### src/verilog/alarm_pkg.sv
// constants and types shared by the alarm evaluator files
`default_nettype none
package alarm_pkg;
	localparam int NUM_CHANNELS = 3;
	localparam int DATA_W = 16;
	localparam int WIDE_W = 18;
	localparam int TYPE_W = 5;
	localparam int DELAY_W = 10;
	localparam int CHAN_W = 2;
	typedef logic signed [WIDE_W-1:0] wide_t;
	typedef enum logic [2:0] {
		field_type,
		field_value,
		field_upper,
		field_lower,
		field_hysteresis,
		field_on_delay,
		field_off_delay
	} field_e;
	// alarm type codes
	localparam logic [TYPE_W-1:0] TYPE_OFF = 5'h00;
	localparam logic [TYPE_W-1:0] TYPE_OUTSIDE = 5'h01;
	localparam logic [TYPE_W-1:0] TYPE_DEV_UPPER = 5'h02;
	localparam logic [TYPE_W-1:0] TYPE_DEV_LOWER = 5'h03;
	localparam logic [TYPE_W-1:0] TYPE_INSIDE = 5'h04;
	localparam logic [TYPE_W-1:0] TYPE_OUTSIDE_STBY = 5'h05;
	localparam logic [TYPE_W-1:0] TYPE_DEV_UPPER_STBY = 5'h06;
	localparam logic [TYPE_W-1:0] TYPE_DEV_LOWER_STBY = 5'h07;
	localparam logic [TYPE_W-1:0] TYPE_ABS_UPPER = 5'h08;
	localparam logic [TYPE_W-1:0] TYPE_ABS_LOWER = 5'h09;
	localparam logic [TYPE_W-1:0] TYPE_ABS_UPPER_STBY = 5'h0A;
	localparam logic [TYPE_W-1:0] TYPE_ABS_LOWER_STBY = 5'h0B;
	localparam logic [TYPE_W-1:0] TYPE_LOOP_BREAK = 5'h0C;
	localparam logic [TYPE_W-1:0] TYPE_RATE = 5'h0D;
	localparam logic [TYPE_W-1:0] TYPE_SP_UPPER = 5'h0E;
	localparam logic [TYPE_W-1:0] TYPE_SP_LOWER = 5'h0F;
	localparam logic [TYPE_W-1:0] TYPE_MV_UPPER = 5'h10;
	localparam logic [TYPE_W-1:0] TYPE_MV_LOWER = 5'h11;
	localparam logic [TYPE_W-1:0] TYPE_RSP_UPPER = 5'h12;
	localparam logic [TYPE_W-1:0] TYPE_RSP_LOWER = 5'h13;
	localparam logic [TYPE_W-1:0] TYPE_RESET = TYPE_DEV_UPPER;
	localparam logic [CHAN_W-1:0] LOOP_BREAK_CHANNEL = 2'h0;
	// reset values of the stored settings and the delay limit
	localparam logic [DATA_W-1:0] VALUE_RESET = 16'h0000;
	localparam logic [DATA_W-1:0] HYST_RESET = 16'h0002;
	localparam logic [DELAY_W-1:0] DELAY_RESET = 10'h000;
	localparam logic [DELAY_W-1:0] DELAY_MAX_S = 10'h3E7;
	// timing
	localparam int CLOCK_PERIOD_NS = 100;
	localparam int DELAY_UNIT_NS = 1000000000;
	localparam int TICK_CYCLES = DELAY_UNIT_NS / CLOCK_PERIOD_NS;
	localparam int TICK_W = 24;
endpackage : alarm_pkg
`default_nettype wire

### src/verilog/alarm_condition.sv
// combinational alarm condition with hysteresis for one channel
`default_nettype none
module alarm_condition
	import alarm_pkg::*;
(
	input wire logic [alarm_pkg::TYPE_W-1:0] alarm_type,
	input wire logic heat_cool_mode,
	input wire logic remote_sp_present,
	input wire logic signed [alarm_pkg::DATA_W-1:0] set_point,
	input wire logic signed [alarm_pkg::DATA_W-1:0] measured_value,
	input wire logic signed [alarm_pkg::DATA_W-1:0] manipulated_output,
	input wire logic signed [alarm_pkg::DATA_W-1:0] cooling_output,
	input wire logic signed [alarm_pkg::DATA_W-1:0] remote_setpoint,
	input wire logic signed [alarm_pkg::DATA_W-1:0] alarm_value,
	input wire logic signed [alarm_pkg::DATA_W-1:0] alarm_upper,
	input wire logic signed [alarm_pkg::DATA_W-1:0] alarm_lower,
	input wire logic signed [alarm_pkg::DATA_W-1:0] hysteresis,
	input wire logic state,
	output logic next_state
);
	function automatic wide_t widen(input logic signed [DATA_W-1:0] v);
		return wide_t'(v);
	endfunction : widen

	// once on, the alarm holds until the quantity backs off by the hysteresis
	function automatic logic upper_hit(input wide_t q, input wide_t x, input wide_t h,
			input logic st);
		return st ? (q > x - h) : (q > x);
	endfunction : upper_hit

	function automatic logic lower_hit(input wide_t q, input wide_t x, input wide_t h,
			input logic st);
		return st ? (q < x + h) : (q < x);
	endfunction : lower_hit

	wide_t sp;
	wide_t pv;
	wide_t x;
	wide_t hi;
	wide_t lo;
	wide_t h;
	logic outside;
	logic overlap;
	logic negative;

	assign sp = widen(set_point);
	assign pv = widen(measured_value);
	assign x = widen(alarm_value);
	assign hi = sp + widen(alarm_upper);
	assign lo = sp - widen(alarm_lower);
	assign h = widen(hysteresis);
	assign outside = upper_hit(pv, hi, h, state) | lower_hit(pv, lo, h, state);
	assign overlap = (hi - h) <= (lo + h);
	assign negative = alarm_value[DATA_W-1];

	always_comb begin
		case (alarm_type)
			TYPE_OUTSIDE: next_state = outside;
			TYPE_OUTSIDE_STBY: next_state = outside & ~overlap;
			TYPE_INSIDE: begin
				if (state) begin
					next_state = (pv > lo - h) && (pv < hi + h);
				end else begin
					next_state = (pv >= lo) && (pv <= hi);
				end
			end
			TYPE_DEV_UPPER, TYPE_DEV_UPPER_STBY: next_state = upper_hit(pv, sp + x, h, state);
			TYPE_DEV_LOWER, TYPE_DEV_LOWER_STBY: next_state = lower_hit(pv, sp - x, h, state);
			TYPE_ABS_UPPER, TYPE_ABS_UPPER_STBY: next_state = upper_hit(pv, x, h, state);
			TYPE_ABS_LOWER, TYPE_ABS_LOWER_STBY: next_state = lower_hit(pv, x, h, state);
			TYPE_SP_UPPER: next_state = upper_hit(sp, x, h, state);
			TYPE_SP_LOWER: next_state = lower_hit(sp, x, h, state);
			TYPE_MV_UPPER: begin
				if (heat_cool_mode) begin
					// heating side only
					next_state = negative | upper_hit(widen(manipulated_output), x, h, state);
				end else begin
					next_state = upper_hit(widen(manipulated_output), x, h, state);
				end
			end
			TYPE_MV_LOWER: begin
				if (heat_cool_mode) begin
					// cooling side only
					next_state = negative | lower_hit(widen(cooling_output), x, h, state);
				end else begin
					next_state = lower_hit(widen(manipulated_output), x, h, state);
				end
			end
			// evaluated in local and remote mode alike
			TYPE_RSP_UPPER: next_state = remote_sp_present &
				upper_hit(widen(remote_setpoint), x, h, state);
			TYPE_RSP_LOWER: next_state = remote_sp_present &
				lower_hit(widen(remote_setpoint), x, h, state);
			default: next_state = 1'b0;
		endcase
	end
endmodule : alarm_condition
`default_nettype wire

### src/verilog/alarm_delay.sv
// on and off delay filter for one alarm output
`default_nettype none
module alarm_delay
	import alarm_pkg::*;
(
	input wire logic clk,
	input wire logic reset,
	input wire logic tick,
	input wire logic raw,
	input wire logic [alarm_pkg::DELAY_W-1:0] on_delay,
	input wire logic [alarm_pkg::DELAY_W-1:0] off_delay,
	output logic out
);
	logic [DELAY_W-1:0] count;
	logic [DELAY_W-1:0] delay;

	assign delay = raw ? on_delay : off_delay;

	// the first second is counted from the next tick, so a delay of n seconds
	// can fall short by up to one tick period
	always_ff @(posedge clk or posedge reset) begin
		if (reset) begin
			count <= DELAY_RESET;
			out <= 1'b0;
		end else if (raw == out) begin
			count <= DELAY_RESET;
		end else if (delay == DELAY_RESET) begin
			out <= raw;
		end else if (tick) begin
			if (count == delay - 10'h001) begin
				out <= raw;
				count <= DELAY_RESET;
			end else begin
				count <= count + 10'h001;
			end
		end
	end
endmodule : alarm_delay
`default_nettype wire

### src/verilog/alarm_type_evaluator.sv
// alarm type evaluator: settings store, per-channel conditions and delays
// Summary of operation
// - type 14 alarms when the set point is above the alarm value.
// - type 15 alarms when the set point is below the alarm value.
// - type 16 alarms when the manipulated output is above the alarm value.
// - type 17 alarms when the manipulated output is below the alarm value.
// - type 18 alarms when the remote set point is above the alarm value.
// - type 19 alarms when the remote set point is below the alarm value.
// - in heating/cooling, type 16 looks only at the heating output.
// - in heating/cooling, type 17 looks only at the cooling output.
// - types 1, 4 and 5 use separate upper and lower limits per channel.
// - type 5 stays off while the two hysteresis bands overlap.
// - remote set point types need a remote input, work in both modes.
// - loop break type is refused on position-proportional variants.
// - each channel has its own type, reset to 2; type 0 means off.
// - each output has on and off delays of 0 to 999 seconds.
`default_nettype none
module alarm_type_evaluator
	import alarm_pkg::*;
#(
	parameter int TICK_PERIOD = alarm_pkg::TICK_CYCLES
)
(
	input wire logic clk,
	input wire logic reset,
	input wire logic heat_cool_mode,
	input wire logic position_proportional,
	input wire logic remote_sp_present,
	input wire logic signed [alarm_pkg::DATA_W-1:0] set_point,
	input wire logic signed [alarm_pkg::DATA_W-1:0] measured_value,
	input wire logic signed [alarm_pkg::DATA_W-1:0] manipulated_output,
	input wire logic signed [alarm_pkg::DATA_W-1:0] cooling_output,
	input wire logic signed [alarm_pkg::DATA_W-1:0] remote_setpoint,
	input wire logic cfg_write,
	input wire logic [alarm_pkg::CHAN_W-1:0] cfg_channel,
	input wire alarm_pkg::field_e cfg_field,
	input wire logic [alarm_pkg::DATA_W-1:0] cfg_data,
	output logic cfg_reject,
	output logic [alarm_pkg::NUM_CHANNELS-1:0] alarm_out,
	output logic [alarm_pkg::NUM_CHANNELS-1:0][alarm_pkg::TYPE_W-1:0] active_type
);
	logic [NUM_CHANNELS-1:0][DATA_W-1:0] value;
	logic [NUM_CHANNELS-1:0][DATA_W-1:0] upper;
	logic [NUM_CHANNELS-1:0][DATA_W-1:0] lower;
	logic [NUM_CHANNELS-1:0][DATA_W-1:0] hyst;
	logic [NUM_CHANNELS-1:0][DELAY_W-1:0] on_delay;
	logic [NUM_CHANNELS-1:0][DELAY_W-1:0] off_delay;
	logic [NUM_CHANNELS-1:0] state;
	logic [NUM_CHANNELS-1:0] next_state;
	logic [TICK_W-1:0] tick_count;
	logic tick;
	logic accept;

	// decides whether a type code may be stored on a given channel
	function automatic logic type_allowed(input logic [TYPE_W-1:0] code,
			input logic [CHAN_W-1:0] ch, input logic rsp, input logic pos);
		logic ok;
		ok = code <= TYPE_RSP_LOWER;
		if (code == TYPE_LOOP_BREAK) begin
			ok = (ch == LOOP_BREAK_CHANNEL) && !pos;
		end
		if (code == TYPE_RSP_UPPER || code == TYPE_RSP_LOWER) begin
			ok = rsp;
		end
		return ok;
	endfunction : type_allowed

	function automatic logic field_allowed(input field_e f, input logic [DATA_W-1:0] d,
			input logic [CHAN_W-1:0] ch, input logic rsp, input logic pos);
		logic ok;
		case (f)
			field_type: ok = (d[DATA_W-1:TYPE_W] == '0) &&
				type_allowed(d[TYPE_W-1:0], ch, rsp, pos);
			field_hysteresis: ok = !d[DATA_W-1] && (d != VALUE_RESET);
			field_on_delay, field_off_delay: ok = (d[DATA_W-1:DELAY_W] == '0) &&
				(d[DELAY_W-1:0] <= DELAY_MAX_S);
			field_value, field_upper, field_lower: ok = 1'b1;
			default: ok = 1'b0;
		endcase
		return ok;
	endfunction : field_allowed

	assign accept = cfg_write && (int'(cfg_channel) < NUM_CHANNELS) &&
		field_allowed(cfg_field, cfg_data, cfg_channel, remote_sp_present,
		position_proportional);

	// one pulse per second drives all delay counters
	always_ff @(posedge clk or posedge reset) begin
		if (reset) begin
			tick_count <= '0;
			tick <= 1'b0;
		end else if (tick_count == TICK_W'(TICK_PERIOD - 1)) begin
			tick_count <= '0;
			tick <= 1'b1;
		end else begin
			tick_count <= tick_count + 24'h000001;
			tick <= 1'b0;
		end
	end

	always_ff @(posedge clk or posedge reset) begin
		if (reset) begin
			cfg_reject <= 1'b0;
		end else begin
			cfg_reject <= cfg_write && !accept;
		end
	end

	// type codes: each channel keeps its own, upper deviation after reset
	always_ff @(posedge clk or posedge reset) begin
		if (reset) begin
			for (int i = 0; i < NUM_CHANNELS; i++) begin
				active_type[i] <= TYPE_RESET;
			end
		end else if (accept && cfg_field == field_type) begin
			active_type[cfg_channel] <= cfg_data[TYPE_W-1:0];
		end
	end

	// alarm value and the independent upper and lower limits
	always_ff @(posedge clk or posedge reset) begin
		if (reset) begin
			for (int i = 0; i < NUM_CHANNELS; i++) begin
				value[i] <= VALUE_RESET;
				upper[i] <= VALUE_RESET;
				lower[i] <= VALUE_RESET;
			end
		end else if (accept) begin
			case (cfg_field)
				field_value: value[cfg_channel] <= cfg_data;
				field_upper: upper[cfg_channel] <= cfg_data;
				field_lower: lower[cfg_channel] <= cfg_data;
				default: ;
			endcase
		end
	end

	always_ff @(posedge clk or posedge reset) begin
		if (reset) begin
			for (int i = 0; i < NUM_CHANNELS; i++) begin
				hyst[i] <= HYST_RESET;
			end
		end else if (accept && cfg_field == field_hysteresis) begin
			hyst[cfg_channel] <= cfg_data;
		end
	end

	always_ff @(posedge clk or posedge reset) begin
		if (reset) begin
			for (int i = 0; i < NUM_CHANNELS; i++) begin
				on_delay[i] <= DELAY_RESET;
				off_delay[i] <= DELAY_RESET;
			end
		end else if (accept && cfg_field == field_on_delay) begin
			on_delay[cfg_channel] <= cfg_data[DELAY_W-1:0];
		end else if (accept && cfg_field == field_off_delay) begin
			off_delay[cfg_channel] <= cfg_data[DELAY_W-1:0];
		end
	end

	// undelayed alarm state; a type change restarts from off to avoid
	// carrying a latched state from the old comparison
	always_ff @(posedge clk or posedge reset) begin
		if (reset) begin
			state <= '0;
		end else begin
			for (int i = 0; i < NUM_CHANNELS; i++) begin
				if (accept && cfg_field == field_type && int'(cfg_channel) == i) begin
					state[i] <= 1'b0;
				end else begin
					state[i] <= next_state[i];
				end
			end
		end
	end

	for (genvar g = 0; g < NUM_CHANNELS; g++) begin : gen_channel
		alarm_condition u_condition (
			.alarm_type(active_type[g]),
			.heat_cool_mode(heat_cool_mode),
			.remote_sp_present(remote_sp_present),
			.set_point(set_point),
			.measured_value(measured_value),
			.manipulated_output(manipulated_output),
			.cooling_output(cooling_output),
			.remote_setpoint(remote_setpoint),
			.alarm_value(value[g]),
			.alarm_upper(upper[g]),
			.alarm_lower(lower[g]),
			.hysteresis(hyst[g]),
			.state(state[g]),
			.next_state(next_state[g])
		);

		alarm_delay u_delay (
			.clk(clk),
			.reset(reset),
			.tick(tick),
			.raw(state[g]),
			.on_delay(on_delay[g]),
			.off_delay(off_delay[g]),
			.out(alarm_out[g])
		);
	end
endmodule : alarm_type_evaluator
`default_nettype wire

### config.mk
export PLATFORM = sky130hd
export DESIGN_NAME = alarm_type_evaluator
export DESIGN_NICKNAME = d
export VERILOG_FILES = /design/src/verilog/alarm_pkg.sv /design/src/verilog/alarm_condition.sv /design/src/verilog/alarm_delay.sv /design/src/verilog/alarm_type_evaluator.sv
export SDC_FILE = /design/constraint.sdc
export NUM_CORES = 2
export LEC_CHECK = 0
export BUFFER_PORTS_ARGS = -buffer_cell sky130_fd_sc_hd__buf_2
export CORE_MARGIN = 1
export CORE_UTILIZATION = 33
export DETAILED_ROUTE_END_ITERATION = 7
export PLACE_DENSITY = 0.59
export SYNTH_ARGS = -nofsm -noshare
export SYNTH_HDL_FRONTEND = slang
export SYNTH_HIERARCHICAL = 1
export SYNTH_SLANG_ARGS = --single-unit
export TNS_END_PERCENT = 1
### constraint.sdc
create_clock -name clk -period 21.9 [get_ports clk]
set_input_delay 3.285 -clock clk [delete_from_list [all_inputs] [get_ports clk]]
set_output_delay 3.285 -clock clk [all_outputs]
set_load 0.02 [all_outputs]
==> summary.md <==
| Metric | Value |
|---|---|
| Worst skew pair latency | 0.68 ns |
| Post-CTS Setup Bufs | 0 |
| Fmax achieved | 96.7 MHz |
| Number of iterations in the first detailed-routing pass | 5 |
| Multi-input logic area | 57500 sq um |
| Tot GR Track Use | 25.5% |
| Post-synth cell types | 133 |
| Yosys reg bits | 329 |
| Sequential share of power | 9.2% |
| Largest net degree at the start of global routing | 118 |
| CP endpoint kind | flip-flop |
| Port Buf Inserts | 125 |
| CP Max Fanout | 16 |
| Cell Area, Synth | 69400 sq um |
| Final hold vios | 0 |
| Clock sinks | 329 |
| Fin area | 75000 sq um |
| Ys async rst share | 100% |
| Htree depth | 2 |
| DRT met1 WL | 120 mm |
| CTS Buf Count | 43 |
| Number of enable flip-flop cells after synthesis | 0 |
| Sequential-to-total area share from yosys stat | 11.9% |
| Initial antenna violation count | 47 |
| Post-Syn Instances | 8250 |
| Sw Pwr | 4.43 mW |
| CTS tree | done |
| Post-detailed-route wirelength per cell | 24.8 um |
| Vias in the first global route | 62400 |
| Clk buf depth | 3 |
| Max-cap violations | 0 |
| Core ar. | 208000 sq um |
| Sw Share | 53.6% |
| Routed wire length | 278 mm |
| Register area | 8240 sq um |
| Initial Util | 33.4% |
| CP peak stage delay | 0.63 ns |
| Top FF cell, synth | dfrtp_1 |
| First-pass GRT wire length | 405 mm |
| Area Growth Syn to Fin | 8.11% |
| Status | completed |
| Placed cell areas | 73500 sq um |
| Period utilization | 47.2% |
| DRT iter0 DRCs | 6193 |
| PD cells | 110 nW/um^2 |
| Synth top area share | 32.4% |
| I/O pin total | 126 |
| Critical-path top delay cell | or4b_2 |
| Gr ovfl total | 0 |
| PostCTS Resize Cnt | 0 |
| Cell mode on critical path | a21oi_1 |
| Rel. slew slack | 18.3% |
| RSZ-0062 raised after global routing | no |
| Power share of the clock group | 9.4% |
| Syn Nets | 10200 |
| Die width | 460 um |
| Vias | 65600 |
| Logic gate share of total power | 81.4% |
| Clk pin slew, worst setup/hold paths | 0.06 ns |
| Root Driver | clkbuf_16 |
| Drc violations | 0 |
| Row count | 167 |
| Fillers | 21300 |
| Fin. max-slew vios | 0 |
| Worst Path Class, Setup | input port to flip-flop |
| Slew @ Worst Pin | 1.23 ns |
| Tmin final | 10.34 ns |
| CP startpoint kind | input port |
| Clock skew | 0.0403 ns |
| Post-synth top cells | 1798 x ha_1, 786 x inv_1, 610 x a21oi_1, 475 x nor2_1, 397 x xnor2_1 |
| Top Metal Used | met5 |
| Hold Crit Class | flip-flop to flip-flop |
| Avg Inst Size Synth | 8.41 sq um |
| Synth area leader | ha_1 |
| Synth Warn # | 6 |
| Nets | 10300 |
| Fin Setup TNS | 0 ns |
| Most numerous cell in the Yosys netlist | ha_1 |
| CTS Hold Bufs | 0 |
| Layout cells sized above 1 | 8.61% |
| Leak Pwr | 35.4 nW |
| Hpwl dp | 218 mm |
| Setup-failing EPs final | 0 |
| Met3 routed WL | 23.2 mm |
| Via-to-Cell Ratio | 5.86 |
| GPL Wtd Cong | 0.992 |
| CP arrival | 10.89 ns |
| Int Power | 3.84 mW |
| Die height | 460 um |
| Post-route ant nets | 0 |
| Met2 routed WL | 119 mm |
| Die area | 212000 sq um |
| Area contributors post-synth | ha_1 32%, dfrtp_1 12%, xnor2_1 5.0% |
| CP required | 22.44 ns |
| Peak VDD IR | 56.4 uV |
==> metrics by stage <==
step	util [%]	cells	power (mW)	hold slack, ns	setup WS, ns
after detailed placement	35.3	11100	7.31	0.449	11.05
after global placement	35.3	11100	7.11	0.435	11.05
after CTS	36.0	11200	8.15	0.456	11.73
after global routing	36.1	11200	9.10	0.470	11.15
final	36.1	11200	8.27	0.450	11.56
after floorplan	-	8250	5.61	0.424	10.45
==> cell type report <==
class | count | area share (%)
Sequential cell | 329 | 11.0
Timing Repair Buffer | 211 | 1.72
Clock inverter | 16 | 0.312
Tap cell | 2788 | 4.65
Clock buffer | 61 | 1.66
Multi-Input combinational cell | 6982 | 76.6
Antenna cell | 24 | 0.0801
Inverter | 787 | 3.95
==> placed cells by master (no fill, tap or decap), types with 34 or more instances in the layout <==
cell type	instances
ha_1	1798
inv_1	785
a21oi_1	610
nor2_1	474
xnor2_1	397
nand2_1	381
o21ai_0	358
dfrtp_1	320
mux2_2	273
a21o_1	214
nor3_1	202
nand3_1	198
xor2_1	180
nand4_1	168
nor2b_1	151
buf_2	124
nand2b_1	112
a211oi_1	104
o21bai_1	93
o211ai_1	91
buf_4	86
o21a_1	72
a31oi_1	64
or3_1	61
o2111ai_1	59
mux2i_1	50
o31ai_1	48
nor4_1	46
a2111oi_0	46
clkbuf_16	43
nor3b_1	40
and3_1	40
fa_1	36
and2_1	34
==> sequential cells by signal (all words and copies together), names as in the netlist <==
signal and count:
lower 48, tick_count 24, off_delay 30, value 48
upper 48, tick 1, on_delay 30, gen_channel.u_delay/out 3
active_type 15, cfg_reject 1, hyst 48, state 3
gen_channel.u_delay/count 30
==> critical path: cells and delay by family <==
family	cells	cell delay (ns)
adders and majority gates	3	1.05
AOI/OAI and AO/OA	17	3.11
muxes	1	0.36
and+or+nand+nor	6	2.18
buffers and inverters	2	0.84
==> layer usage <==
layer,vias up,GRT usage (%)
li1,30700,-
met1,31500,33.7
met2,2780,39.5
met3,643,4.35
met4,16,13.0
met5,-,0
==> power groups by stage <==
stage,clock (mW),combinational [mW],sequential (mW)
global placement,0,6.35,0.764
CTS,0.796,6.60,0.757
detailed placement,0,6.54,0.767
finish,0.776,6.73,0.759
global route,0.817,7.51,0.765
floorplan,0,4.88,0.730
==> path summary, 6_finish.rpt <==
check	startpoint	endpoint	slack, ns	cells past startpoint
min reg2reg	tick_count[0]$_DFF_PP0_	tick_count[0]$_DFF_PP0_	0.45	1
min	tick_count[0]$_DFF_PP0_	tick_count[0]$_DFF_PP0_	0.45	1
max reg2reg	value[17]$_DFFE_PP0P_	state[1]$_DFF_PP0_	14.12	28
min in group asynchronous	reset	gen_channel[1].u_delay/out$_DFFE_PP0P_	2.71	2
max in group asynchronous	reset	state[2]$_DFF_PP0_	17.51	3
max	set_point[1]	state[2]$_DFF_PP0_	11.56	29
==> cell families (layout without fill, tap and decap cells) <==
logic type | after synthesis | count (layout) | share of synthesized area, %
and+or+nand+nor | 2099 | 2099 | 16.0
xor gates and xnor gates | 579 | 579 | 7.34
other | 0 | 24 | 0
AOI/OAI and AO/OA | 2138 | 2138 | 20.7
buffers and inverters | 939 | 1075 | 5.27
DFF | 329 | 329 | 11.9
adders and majority gates | 1839 | 1839 | 33.5
muxes | 327 | 327 | 5.27
Note: power is estimated with default switching activity, not from simulation.
